--- src/core/gyro_spi_pkg.sv ---
`default_nettype none

package gyro_spi_pkg;

    // ------------------------------------------------------------
    // Word framing
    // ------------------------------------------------------------
    localparam logic [4:0] WORD_LAST_PLAIN = 5'h0F;
    localparam logic [4:0] WORD_LAST_PARITY = 5'h10;
    localparam int ADDR_MSB = 9;
    localparam int ADDR_LSB = 3;
    localparam int RW_BIT = 2;

    // ------------------------------------------------------------
    // Register map
    // ------------------------------------------------------------
    localparam logic [6:0] ADDR_RATE = 7'h00;
    localparam logic [6:0] ADDR_IDENT = 7'h07;
    localparam logic [6:0] ADDR_STATUS = 7'h08;
    localparam logic [6:0] ADDR_TEMP = 7'h0A;
    // Bit positions within the 16-bit register / data word
    localparam int IDENT_PAR_EN_BIT = 12;
    localparam int IDENT_PAR_SEL_BIT = 13;
    localparam int STATUS_PAR_OK_BIT = 9;
    // Same bit positions within the 15-bit value field (word bit minus one)
    localparam int VAL_PAR_EN_IDX = IDENT_PAR_EN_BIT - 1;
    localparam int VAL_PAR_SEL_IDX = IDENT_PAR_SEL_BIT - 1;
    // Position of the parity-ok flag inside the 14 monitoring flags (bits 15:2)
    localparam int MON_PAR_OK_IDX = STATUS_PAR_OK_BIT - 2;

    // ------------------------------------------------------------
    // Reset values
    // ------------------------------------------------------------
    localparam logic PAR_EN_RST = 1'b0;
    localparam logic PAR_SEL_RST = 1'b0;
    localparam logic PAR_OK_RST = 1'b1;
    // Pin order {chip select, data in, serial clock}; select idles high
    localparam logic [2:0] PIN_SYNC_RST = 3'h4;
    localparam logic [16:0] TX_RST = 17'h00000;

    typedef enum logic {
        ST_ADDR,
        ST_WDATA
    } word_state_t;

    // ------------------------------------------------------------
    // Parity helpers
    // ------------------------------------------------------------
    // D0: one when D15..D1 hold an even number of ones
    function automatic logic odd_bit(input logic [14:0] v);
        odd_bit = ~(^v);
    endfunction : odd_bit

    // Extra bit: sel=0 gives even total, sel=1 odd total
    function automatic logic extra_bit(input logic [15:0] w, input logic sel);
        extra_bit = sel ? ~(^w) : (^w);
    endfunction : extra_bit

    // Full outgoing word: value, D0 parity, then the optional extra bit
    function automatic logic [16:0] tx_word(input logic [14:0] v, input logic sel);
        logic [15:0] w;
        w = {v, odd_bit(v)};
        tx_word = {w, extra_bit(w, sel)};
    endfunction : tx_word

endpackage : gyro_spi_pkg

`default_nettype wire

--- src/core/pin_sync.sv ---
`default_nettype none

module pin_sync
    import gyro_spi_pkg::*;
(
    input wire logic core_clk_i,
    input wire logic rstn_i,
    input wire logic [2:0] pins_i,
    output logic [2:0] pins_o
);

    logic [2:0] stage1_reg;
    logic [2:0] stage2_reg;
    logic [2:0] stage3_reg;
    logic [2:0] stable_reg;

    always_ff @(posedge core_clk_i or negedge rstn_i) begin
        if (!rstn_i) begin
            stage1_reg <= PIN_SYNC_RST;
            stage2_reg <= PIN_SYNC_RST;
            stage3_reg <= PIN_SYNC_RST;
        end else begin
            stage1_reg <= pins_i;
            stage2_reg <= stage1_reg;
            stage3_reg <= stage2_reg;
        end
    end

    // A change counts only once two later stages agree
    always_ff @(posedge core_clk_i or negedge rstn_i) begin
        if (!rstn_i) begin
            stable_reg <= PIN_SYNC_RST;
        end else begin
            for (int i = 0; i < 3; i++) begin
                if (stage2_reg[i] == stage3_reg[i]) begin
                    stable_reg[i] <= stage3_reg[i];
                end
            end
        end
    end

    assign pins_o = stable_reg;

endmodule : pin_sync

`default_nettype wire

--- src/core/gyro_spi_slave.sv ---
// Overview of operation
// - Slave only; master drives serial clock and select, never starts transfers.
// - Words are sixteen bits, one per clock, select low, parity mode off.
// - Data out changes on falling clock, data in sampled on rising, MSB first.
// - First word after select falls is address: address 9:3, direction 2.
// - Direction bit one means write, zero means read.
// - Bit 0 of every word is odd parity over bits 15 to 1.
// - Read answer comes in next word; that next word is a new address.
// - Write stores next word; meanwhile old register value is returned.
// - After write data word, status flags return while next address arrives.
// - First word of a frame answers status flags: valid bit 1, parity.
// - Valid flag derives from monitoring flags in status register 08h.
// - Nonexistent address reads back zero value.
// - Result word: 15-bit value in bits 15 to 1, parity bit 0.
// - Parity mode adds one bit: seventeen clocks per word.
// - Parity failure on read sets error flag; data still returned.
// - Parity failure in write address or data sets flag, cancels write.
// - Parity mode: extra bit sent and checked by selected polarity.
// - Valid flag is one only when status bits 15 to 2 are one.
// - Identification bit 12 enables parity mode; bit 13 selects polarity.
// - Status bit 9 zero after parity error; cleared on status read.
`default_nettype none

module gyro_spi_slave
    import gyro_spi_pkg::*;
#(
    // Factory field of the identification register; value is arbitrary
    parameter logic [14:0] IDENT_FACTORY = 15'h0000
) (
    input wire logic core_clk_i,
    input wire logic rstn_i,
    input wire logic sck_i,
    input wire logic mosi_i,
    input wire logic rate_select_n_i,
    input wire logic [13:0] rate_value_i,
    input wire logic [13:0] temp_value_i,
    input wire logic [13:0] monitor_flags_i,
    output logic miso_o,
    output logic miso_oe_o,
    output logic parity_mode_enable_o,
    output logic parity_polarity_select_o,
    output logic parity_ok_o,
    output logic sensor_valid_o
);

    // ------------------------------------------------------------
    // Pin synchronisation and edge detection
    // ------------------------------------------------------------
    logic [2:0] pins_s;
    logic sck_s;
    logic mosi_s;
    logic csn_s;
    logic sck_q;
    logic csn_q;
    logic sck_rise;
    logic sck_fall;
    logic cs_fall;
    logic cs_rise;

    pin_sync u_pin_sync (
        .core_clk_i(core_clk_i),
        .rstn_i(rstn_i),
        .pins_i({rate_select_n_i, mosi_i, sck_i}),
        .pins_o(pins_s)
    );

    assign sck_s = pins_s[0];
    assign mosi_s = pins_s[1];
    assign csn_s = pins_s[2];

    always_ff @(posedge core_clk_i or negedge rstn_i) begin
        if (!rstn_i) begin
            sck_q <= 1'b0;
            csn_q <= 1'b1;
        end else begin
            sck_q <= sck_s;
            csn_q <= csn_s;
        end
    end

    // Clock edges count only inside a frame
    assign sck_rise = sck_s & ~sck_q & ~csn_s;
    assign sck_fall = ~sck_s & sck_q & ~csn_s;
    assign cs_fall = ~csn_s & csn_q;
    assign cs_rise = csn_s & ~csn_q;

    // ------------------------------------------------------------
    // Register state
    // ------------------------------------------------------------
    logic par_en_reg;
    logic par_sel_reg;
    logic parity_ok_reg;
    logic [13:0] status_hi;
    logic s_ok;

    always_comb begin
        status_hi = monitor_flags_i;
        status_hi[MON_PAR_OK_IDX] = parity_ok_reg;
    end

    assign s_ok = &status_hi;

    // ------------------------------------------------------------
    // Receive shifter
    // ------------------------------------------------------------
    logic [15:0] rx_shift_reg;
    logic [4:0] rx_cnt_reg;
    logic [4:0] last_idx;
    logic word_done;
    logic [15:0] rx_word;
    logic perr;

    assign last_idx = par_en_reg ? WORD_LAST_PARITY : WORD_LAST_PLAIN;
    assign word_done = sck_rise && (rx_cnt_reg == last_idx);
    // In parity mode the last sampled bit is the extra bit, not part of the word
    assign rx_word = par_en_reg ? rx_shift_reg : {rx_shift_reg[14:0], mosi_s};
    assign perr = par_en_reg && (mosi_s != extra_bit(rx_word, par_sel_reg));

    always_ff @(posedge core_clk_i or negedge rstn_i) begin
        if (!rstn_i) begin
            rx_shift_reg <= 16'h0000;
            rx_cnt_reg <= 5'h00;
        end else if (cs_fall || cs_rise) begin
            rx_cnt_reg <= 5'h00;
        end else if (sck_rise) begin
            rx_shift_reg <= {rx_shift_reg[14:0], mosi_s};
            rx_cnt_reg <= word_done ? 5'h00 : 5'(rx_cnt_reg + 5'h01);
        end
    end

    // ------------------------------------------------------------
    // Word decoding
    // ------------------------------------------------------------
    word_state_t state_reg;
    logic [6:0] wr_addr_reg;
    logic wr_cancel_reg;
    logic [6:0] rx_addr;
    logic rx_write;
    logic [14:0] rd_val;
    logic [14:0] ident_val;
    logic [16:0] next_tx;
    logic status_clear;

    assign rx_addr = rx_word[ADDR_MSB:ADDR_LSB];
    assign rx_write = rx_word[RW_BIT];

    always_comb begin
        ident_val = IDENT_FACTORY;
        ident_val[VAL_PAR_EN_IDX] = par_en_reg;
        ident_val[VAL_PAR_SEL_IDX] = par_sel_reg;
    end

    // Read value of the addressed register, bits 15:1
    always_comb begin
        case (rx_addr)
            ADDR_RATE: rd_val = {rate_value_i, s_ok};
            ADDR_IDENT: rd_val = ident_val;
            ADDR_STATUS: rd_val = {status_hi, 1'b0};
            ADDR_TEMP: rd_val = {temp_value_i, s_ok};
            default: rd_val = 15'h0000;
        endcase
    end

    // Data answered on the word that follows the one just completed
    always_comb begin
        case (state_reg)
            ST_ADDR: next_tx = tx_word(rd_val, par_sel_reg);
            ST_WDATA: next_tx = tx_word({14'h0000, s_ok}, par_sel_reg);
            default: next_tx = TX_RST;
        endcase
    end

    assign status_clear = word_done && (state_reg == ST_ADDR) && !rx_write
        && (rx_addr == ADDR_STATUS);

    always_ff @(posedge core_clk_i or negedge rstn_i) begin
        if (!rstn_i) begin
            state_reg <= ST_ADDR;
            wr_addr_reg <= 7'h00;
            wr_cancel_reg <= 1'b0;
        end else if (cs_fall || cs_rise) begin
            state_reg <= ST_ADDR;
            wr_cancel_reg <= 1'b0;
        end else if (word_done) begin
            case (state_reg)
                ST_ADDR: begin
                    if (rx_write) begin
                        state_reg <= ST_WDATA;
                        wr_addr_reg <= rx_addr;
                        wr_cancel_reg <= perr;
                    end else begin
                        state_reg <= ST_ADDR;
                    end
                end
                ST_WDATA: begin
                    state_reg <= ST_ADDR;
                    wr_cancel_reg <= 1'b0;
                end
                default: begin
                    state_reg <= ST_ADDR;
                end
            endcase
        end
    end

    // Only the identification control bits are writable; the rest ignore writes
    always_ff @(posedge core_clk_i or negedge rstn_i) begin
        if (!rstn_i) begin
            par_en_reg <= PAR_EN_RST;
            par_sel_reg <= PAR_SEL_RST;
        end else if (word_done && (state_reg == ST_WDATA) && !perr && !wr_cancel_reg
                     && (wr_addr_reg == ADDR_IDENT)) begin
            par_en_reg <= rx_word[IDENT_PAR_EN_BIT];
            par_sel_reg <= rx_word[IDENT_PAR_SEL_BIT];
        end
    end

    // Error wins over a clear in the same cycle
    always_ff @(posedge core_clk_i or negedge rstn_i) begin
        if (!rstn_i) begin
            parity_ok_reg <= PAR_OK_RST;
        end else if (word_done && perr) begin
            parity_ok_reg <= 1'b0;
        end else if (status_clear) begin
            parity_ok_reg <= 1'b1;
        end
    end

    // ------------------------------------------------------------
    // Transmit shifter
    // ------------------------------------------------------------
    logic [16:0] tx_shift_reg;
    logic [16:0] tx_pend_reg;
    logic pend_valid_reg;
    logic sampled_reg;
    logic miso_oe_reg;

    // Shift only after a rising edge, so an idle-high clock cannot eat the MSB
    always_ff @(posedge core_clk_i or negedge rstn_i) begin
        if (!rstn_i) begin
            sampled_reg <= 1'b0;
        end else if (cs_fall || cs_rise) begin
            sampled_reg <= 1'b0;
        end else if (sck_rise) begin
            sampled_reg <= 1'b1;
        end else if (sck_fall) begin
            sampled_reg <= 1'b0;
        end
    end

    always_ff @(posedge core_clk_i or negedge rstn_i) begin
        if (!rstn_i) begin
            tx_pend_reg <= TX_RST;
            pend_valid_reg <= 1'b0;
        end else if (cs_fall || cs_rise) begin
            pend_valid_reg <= 1'b0;
        end else if (word_done) begin
            tx_pend_reg <= next_tx;
            pend_valid_reg <= 1'b1;
        end else if (sck_fall && sampled_reg) begin
            pend_valid_reg <= 1'b0;
        end
    end

    always_ff @(posedge core_clk_i or negedge rstn_i) begin
        if (!rstn_i) begin
            tx_shift_reg <= TX_RST;
        end else if (cs_fall) begin
            tx_shift_reg <= tx_word({14'h0000, s_ok}, par_sel_reg);
        end else if (sck_fall && sampled_reg) begin
            if (pend_valid_reg) begin
                tx_shift_reg <= tx_pend_reg;
            end else begin
                tx_shift_reg <= {tx_shift_reg[15:0], 1'b0};
            end
        end
    end

    always_ff @(posedge core_clk_i or negedge rstn_i) begin
        if (!rstn_i) begin
            miso_oe_reg <= 1'b0;
        end else if (cs_fall) begin
            miso_oe_reg <= 1'b1;
        end else if (cs_rise) begin
            miso_oe_reg <= 1'b0;
        end
    end

    assign miso_o = tx_shift_reg[16];
    assign miso_oe_o = miso_oe_reg;
    assign parity_mode_enable_o = par_en_reg;
    assign parity_polarity_select_o = par_sel_reg;
    assign parity_ok_o = parity_ok_reg;
    assign sensor_valid_o = s_ok;

    // ------------------------------------------------------------
    // Assertions
    // ------------------------------------------------------------
    a_miso_release: assert property (
        @(posedge core_clk_i) disable iff (!rstn_i)
        cs_rise |=> !miso_oe_o && (state_reg == ST_ADDR) && (rx_cnt_reg == 5'h00))
        else $error("data out not released after select rise");

    a_status_first: assert property (
        @(posedge core_clk_i) disable iff (!rstn_i)
        cs_fall |=> miso_oe_o && (tx_shift_reg[16:2] == {14'h0000, $past(s_ok)}))
        else $error("first word is not the status flags");

    a_parity_gen: assert property (
        @(posedge core_clk_i) disable iff (!rstn_i)
        word_done |=> (^tx_pend_reg[16:1]) == 1'b1)
        else $error("outgoing word lacks odd parity");

    a_unmapped_zero: assert property (
        @(posedge core_clk_i) disable iff (!rstn_i)
        word_done && (state_reg == ST_ADDR) && (rx_addr inside {7'h01, 7'h09, 7'h7F})
        |=> tx_pend_reg[16:1] == 16'h0001)
        else $error("nonexistent address did not read zero");

    a_wdata_status: assert property (
        @(posedge core_clk_i) disable iff (!rstn_i)
        word_done && (state_reg == ST_WDATA)
        |=> (state_reg == ST_ADDR) && (tx_pend_reg[16:3] == 14'h0000))
        else $error("write data word not followed by status flags");

    a_write_cancel: assert property (
        @(posedge core_clk_i) disable iff (!rstn_i)
        word_done && (state_reg == ST_WDATA) && (perr || wr_cancel_reg)
        |=> $stable(par_en_reg) && $stable(par_sel_reg) && !parity_ok_reg)
        else $error("write with parity failure was not cancelled");

    a_read_error: assert property (
        @(posedge core_clk_i) disable iff (!rstn_i)
        word_done && (state_reg == ST_ADDR) && !rx_write && perr
        |=> !parity_ok_reg && (tx_pend_reg[16:2] == $past(rd_val)))
        else $error("read parity failure handled wrongly");

    a_word_length: assert property (
        @(posedge core_clk_i) disable iff (!rstn_i)
        sck_rise && (rx_cnt_reg == 5'h0F) && !par_en_reg |=> rx_cnt_reg == 5'h00)
        else $error("plain word is not sixteen clocks");

    a_status_clear: assert property (
        @(posedge core_clk_i) disable iff (!rstn_i)
        status_clear && !perr |=> parity_ok_reg ##1 parity_ok_reg || word_done)
        else $error("status read did not clear parity flag");

    a_valid_flag: assert property (
        @(posedge core_clk_i) disable iff (!rstn_i)
        sensor_valid_o |-> parity_ok_reg && (&monitor_flags_i[13:8]) && (&monitor_flags_i[6:0]))
        else $error("valid flag high with a monitoring flag low");

endmodule : gyro_spi_slave

`default_nettype wire

--- config.mk ---
export PLATFORM = sky130hd
export DESIGN_NAME = gyro_spi_slave
export DESIGN_NICKNAME = d
export VERILOG_FILES = /design/src/core/gyro_spi_pkg.sv /design/src/core/pin_sync.sv /design/src/core/gyro_spi_slave.sv
export SDC_FILE = /design/constraint.sdc
export NUM_CORES = 1
export LEC_CHECK = 0
export BUFFER_PORTS_ARGS = -buffer_cell sky130_fd_sc_hd__buf_2
export CAP_MARGIN = 5
export CORE_MARGIN = 3
export CORE_UTILIZATION = 60
export DETAILED_ROUTE_END_ITERATION = 8
export GPL_TIMING_DRIVEN = 1
export MAX_ROUTING_LAYER = met4
export PLACE_DENSITY = 0.94
export SETUP_SLACK_MARGIN = 0.15
export SLEW_MARGIN = 40
export SYNTH_ARGS = -nofsm -noshare
export SYNTH_HDL_FRONTEND = slang
export SYNTH_SLANG_ARGS = --single-unit
--- constraint.sdc ---
create_clock -name core_clk_i -period 4.15 [get_ports core_clk_i]
set_input_delay 0.415 -clock core_clk_i [delete_from_list [all_inputs] [get_ports core_clk_i]]
set_output_delay 0.415 -clock core_clk_i [all_outputs]
set_load 0.01 [all_outputs]
==> results.ini, run 1 <==
[global_route]
grt.total_usage=0.255
use_met1=0.327
busiest_layer=met2
grt_pass1_wl_um=16900
antenna_found_initial=0
grt_use_met3=0.0585
grt_pass1_vias=3487
met2_usage=0.401
overflow=0
grt_max_degree=85

[timing]
rsz0062_at_grt=no
tns_ns=0
setup_viol=0
final_hold_viol_count=0
holdWs_ns=0.103
timing.final.crit_share=0.786
period_needed_ns=3.26
worstMarginPinSlew_ns=0.766
max_freq_mhz=307
slew_violations=0
skew_ns=0.0117
maxSlewHeadroom=0.490

[layout]
nets=510
area_growth_syn_to_layout_pct=11.7
finalNonFillerCells=562
diodes=0
final_util=0.713
final_layout_size_suffix_gt1_frac=0.247

[logic_synthesis]
ys_ff_latch=84
syn_area_um2=4480
synthTopCellsByArea=dfrtp_1 44%, mux2i_1 8.0%, mux2_2 4.0%
yosysTopAreaCellShare=0.435
syn_nets=468
async_flop_share=1.00
synthTopCellsByCount=78 x dfrtp_1, 36 x mux2i_1, 35 x nand2_1
synth_edf_count=0
synth_cells=419
ys_seq_area_frac=0.470
synth_area_leader_cell=dfrtp_1
synthFlopType=dfrtp_1
avgSynthCellArea_um2=10.7
yosys_warnings=0
synth_most_common_cell=dfrtp_1
ys_types=64

[clock_network]
htreeDepth=3
ctsResizeCount=0
cts_buffers=9
clkTransAtPathRegs_ns=0.09
clock-sinks=84
clockBufferDepth=2
clk_latency_ns=0.35
cts-root-buf=clkbuf_8
hold_buffers=0
post_cts_buffers=0
cts_tree=built

[placement]
dp_hpwl_um=7050
port_buffers=51
gp_congestion=0.935
dpl.cell_count=546

[floorplan]
dieHeight_um=92.5
core_area_um2=7020
die_area_um2=8550
die_w_um=92.5
rows=30
io_pins=53
initial_core_util=0.639

[routing]
viasPerCell=6.20
wl_um=10000
wl_per_cell_um=17.9
dr.pass1.iters=5
vias=3483
antenna_left=0
drtIter0Drc=256
drc=0

[critical_path]
crit_fanout=16
reg2regPathDepth=9
end_kind=flip-flop
rrSetupSlack_ns=0.89
critPathLaunch=parity_mode_enable_o
critPathKind=flip-flop to flip-flop
cp.required_ns=4.38
r2r_start=parity_mode_enable_o
cp-endpoint=tx_pend_reg[1]
crit_path_start_kind=flip-flop
timing.rr.end=tx_pend_reg[1]
cp.arrival_ns=3.49

[power]
leakage_nw=2.29
peakVddDrop_mv=0.441
pwr_density_cell_nw_per_um2=541

[run_status]
status=finished clean

[worst_hold_path]
hp-class=input port to asynchronous set/reset pin

[job]
drv_cap=0

-- kinds of logic after synthesis --
family / synth area share
AOI/OAI and AO/OA: 0.151
xor gates and xnor gates: 0.0695
adders and majority gates: 0.0123
buffers and inverters: 0.0424
DFF: 0.470
muxes: 0.126
and+or+nand+nor: 0.129
-- layout make-up --
class / count / area, µm²
Multi-Input combinational cell: 300 / 2190
Clock inverter: 7 / 121
Timing Repair Buffer: 56 / 299
Sequential cell: 84 / 2110
Fill cell: 482 / 2010
Inverter: 10 / 37.5
Clock buffer: 9 / 124
Tap cell: 96 / 120
-- cells in the final DEF, fill, tap and decap left out, types with 4 or more instances in the layout --
master     n
buf_4      5
nand4_1    7
o21ai_0   29
and2_1     4
a21oi_1   17
nand3_1    5
dfstp_2    6
nand2_1   35
buf_2     50
mux2i_1   36
a22o_1     5
nor2_1    27
dfrtp_1   77
clkbuf_8   9
xor2_1     8
inv_1     10
mux2_2    16
xnor2_1   18
a211oi_1  14
nor3_1     7
-- per-layer routing --
metal	vias up	share of wire
li1	1593	-
met1	1697	0.41
met2	159	0.50
met3	34	0.070
met4	0	0.024
met5	-	0
-- worst min path at each step --
stage | depth (start not counted) | slack, ns | endpoint | start
final | 1 | 0.10 | u_pin_sync.pins_o[0] | rstn_i
after global routing | 1 | 0.14 | tx_shift_reg[13] | rstn_i
after detailed placement | 0 | 0.34 | u_pin_sync.stage2_reg[0] | u_pin_sync.stage1_reg[0]
after floorplan | 0 | 0.12 | miso_oe_o | rstn_i
after CTS | 1 | 0.12 | tx_shift_reg[13] | rstn_i
after global placement | 0 | 0.33 | u_pin_sync.stage2_reg[1] | u_pin_sync.stage1_reg[1]
-- critical path, cell delays in order (launching register included) --
cell and delay, ns:
dfrtp_1 0.60, a211oi_2 0.46, nand2_4 0.17, nor2_2 0.49
a2bb2oi_1 0.23, xnor3_1 0.40, xnor3_1 0.39, xnor3_1 0.20
nor2_1 0.12, o21ai_1 0.08
-- per-stage QoR --
step	setup slack, ns	power, mW	instance area (µm²)
2_1_floorplan	1.53	1.81	4480
4_1_cts	0.910	2.70	5000
3_3_place_gp	1.04	1.96	4750
6_report	0.890	2.71	5010
3_5_place_dp	0.976	2.00	4760
5_1_grt	0.672	2.85	5010
-- power by group --
group / internal [mW] / switching (mW)
Combinational: 0.539 / 0.503
Clock: 0.404 / 0.299
Sequential: 0.878 / 0.0883
Total: 1.82 / 0.891
Note: power is estimated with default switching activity, not from simulation.
==> run 2: changes to the inputs <==
--- a/config.mk
+++ b/config.mk
@@ -8,11 +8,11 @@
 export BUFFER_PORTS_ARGS = -buffer_cell sky130_fd_sc_hd__buf_2
 export CAP_MARGIN = 5
 export CORE_MARGIN = 3
-export CORE_UTILIZATION = 60
+export CORE_UTILIZATION = 58
 export DETAILED_ROUTE_END_ITERATION = 8
 export GPL_TIMING_DRIVEN = 1
 export MAX_ROUTING_LAYER = met4
-export PLACE_DENSITY = 0.94
+export PLACE_DENSITY = 0.91
 export SETUP_SLACK_MARGIN = 0.15
 export SLEW_MARGIN = 40
 export SYNTH_ARGS = -nofsm -noshare
==> constraint.sdc (replaced) <==
create_clock -name core_clk_i -period 3 [get_ports core_clk_i]
set_input_delay 0.3 -clock core_clk_i [delete_from_list [all_inputs] [get_ports core_clk_i]]
set_output_delay 0.3 -clock core_clk_i [all_outputs]
set_load 0.01 [all_outputs]
==> run 2 against run 1 <==
  * The flow now finishes with violations (hold timing)
  * Routed wire length is 6.0% higher
  * Global-route usage fell by 1.6 points
  * Register-to-register slack lost 0.77 ns
  * Clock power is 1% higher
  * Clock skew down 0.0039 ns
  * Critical path type unchanged
  * Largest cell class unchanged
==> results.ini, run 2 (synthesis results as in run 1) <==
[placement]
port_buffers=51  ; unchanged
gp_congestion=0.939  ; +0.38%
placed_area_um2=4830  ; +1.5%
dpl.cell_count=558  ; +2.2%
dp_hpwl_um=6940  ; -1.6%
dp_slack_ns=0.115  ; -0.861 ns

[power]
finalPower_mw=3.70  ; +37%
peakVddDrop_mv=0.621  ; +41%
pwr_density_cell_nw_per_um2=716  ; +32%
leakage_nw=2.36  ; +3.2%

[global_route]
overflow=0  ; unchanged
grt_pass1_wl_um=16100  ; -4.8%
grt.total_usage=0.239  ; -0.0156
antenna_found_initial=0  ; unchanged
grt_pass1_vias=3285  ; -5.8%
grt_max_degree=85  ; unchanged

[timing]
final_hold_viol_count=4  ; +4
period_needed_ns=2.88  ; -0.378 ns
slew_violations=0  ; unchanged
rsz0062_at_grt=yes
maxSlewHeadroom=0.494  ; +0.00484
holdWs_ns=-0.00622  ; -0.110 ns
setup_viol=0  ; unchanged
tns_ns=0  ; unchanged
worstMarginPinSlew_ns=0.758  ; -0.00726 ns
setup_slack_ns=0.117  ; -0.772 ns
max_freq_mhz=347  ; +13%
skew_ns=0.00783  ; -0.00386 ns
timing.final.crit_share=0.961  ; +0.175

[clock_network]
clkTransAtPathRegs_ns=0.08  ; about the same
cts_buffers=9  ; unchanged
cts_tree=built
clk_latency_ns=0.35  ; about the same
clock-sinks=84  ; unchanged
cts-root-buf=clkbuf_8
clockBufferDepth=2  ; unchanged
htreeDepth=3  ; unchanged

[floorplan]
dieHeight_um=93.9  ; +1.6%
die_w_um=93.9  ; +1.6%
die_area_um2=8820  ; +3.2%
core_area_um2=7370  ; +5.0%
io_pins=53  ; unchanged
initial_core_util=0.608  ; -0.0304
rows=31  ; +3.3%

[run_status]
status=complete, but fails checks
violations=hold timing

[routing]
wl_per_cell_um=18.2  ; +1.9%
drc=0  ; unchanged
viasPerCell=6.08  ; -1.8%
dr.pass1.iters=5  ; unchanged
vias=3559  ; +2.2%
wl_um=10600  ; +6.0%
drtIter0Drc=275  ; +7.4%
antenna_left=0  ; unchanged

[critical_path]
crit_path_start_kind=flip-flop
crit_fanout=9  ; -7
cp.required_ns=3.24  ; -1.14 ns
cp.arrival_ns=3.12  ; -0.37 ns
reg2regPathDepth=11  ; +2
end_kind=flip-flop
critPathKind=flip-flop to flip-flop

[layout]
nets=530  ; +3.9%
diodes=0  ; unchanged
finalNonFillerCells=585  ; +4.1%
final_layout_size_suffix_gt1_frac=0.292  ; +0.0454
layout_common_cells=74 x dfrtp_1, 51 x buf_2, 36 x mux2i_1
area_growth_syn_to_layout_pct=15.4
layout_commonest_cell=dfrtp_1
final_area_um2=5170  ; +3.3%
final_util=0.702  ; -0.0112

[worst_hold_path]
hp-class=input port to asynchronous set/reset pin

[job]
drv_cap=0  ; unchanged

## run 2: changes by cell type in the layout (fill, tap and decap cells not counted), moves of 3 or more
cell	change
dfrtp_1	-3
bufinv_16	-3
dfrtp_2	+3
buf_4	+18
## run 2: worst paths after layout
check                                         startpoint                        to  slack, ns
worst max-delay path                parity_mode_enable_o            tx_pend_reg[1]       0.12
worst min-delay path                              rstn_i      u_pin_sync.pins_o[0]     -0.006
worst max register to register      parity_mode_enable_o            tx_pend_reg[1]       0.12
worst min register to register  u_pin_sync.stage1_reg[1]  u_pin_sync.stage2_reg[1]       0.36
max in group asynchronous                         rstn_i      parity_mode_enable_o       2.47
min in group core_clk_i                  rate_select_n_i  u_pin_sync.stage1_reg[2]       0.05
## run 2: area by class of cell
class	instances	area [µm²]
Clock buffer	12	145
Inverter	10	37.5
Tap cell	99	124
Sequential cell	84	2110
Clock inverter	4	25.0
Multi-Input combinational cell	300	2280
Timing Repair Buffer	76	450
Fill cell	518	2190
## run 2: report_power, final
part | internal, mW | switching [mW] | leakage (nW)
Clock | 0.321 | 0.391 | 0.0824
Sequential | 1.22 | 0.121 | 1.05
Combinational | 0.890 | 0.762 | 1.23
Total | 2.43 | 1.27 | 2.36
## run 2: per-layer routing
metal,vias up,global-route usage,wire length (µm)
li1,1625,-,-
met1,1739,0.329,4330
met2,149,0.373,5220
met3,46,0.0321,688
met4,0,0.0746,413
met5,-,-,0
## run 2: what timing repair did
action,CTS,global route
gates resized for setup,2,18
hold buffers,0,0
buffers inserted,0,11
endpoints found under the setup margin,8,10
## run 2: critical path: stages (launching register included)
cell and delay (ns):
dfrtp_2 0.48, buf_4 0.19, a211oi_4 0.33, nand2_4 0.16
nor2_4 0.21, buf_4 0.20, o2bb2ai_1 0.19, xnor2_1 0.17
xnor3_1 0.45, xnor3_1 0.21, nor2_1 0.10, o21ai_1 0.07
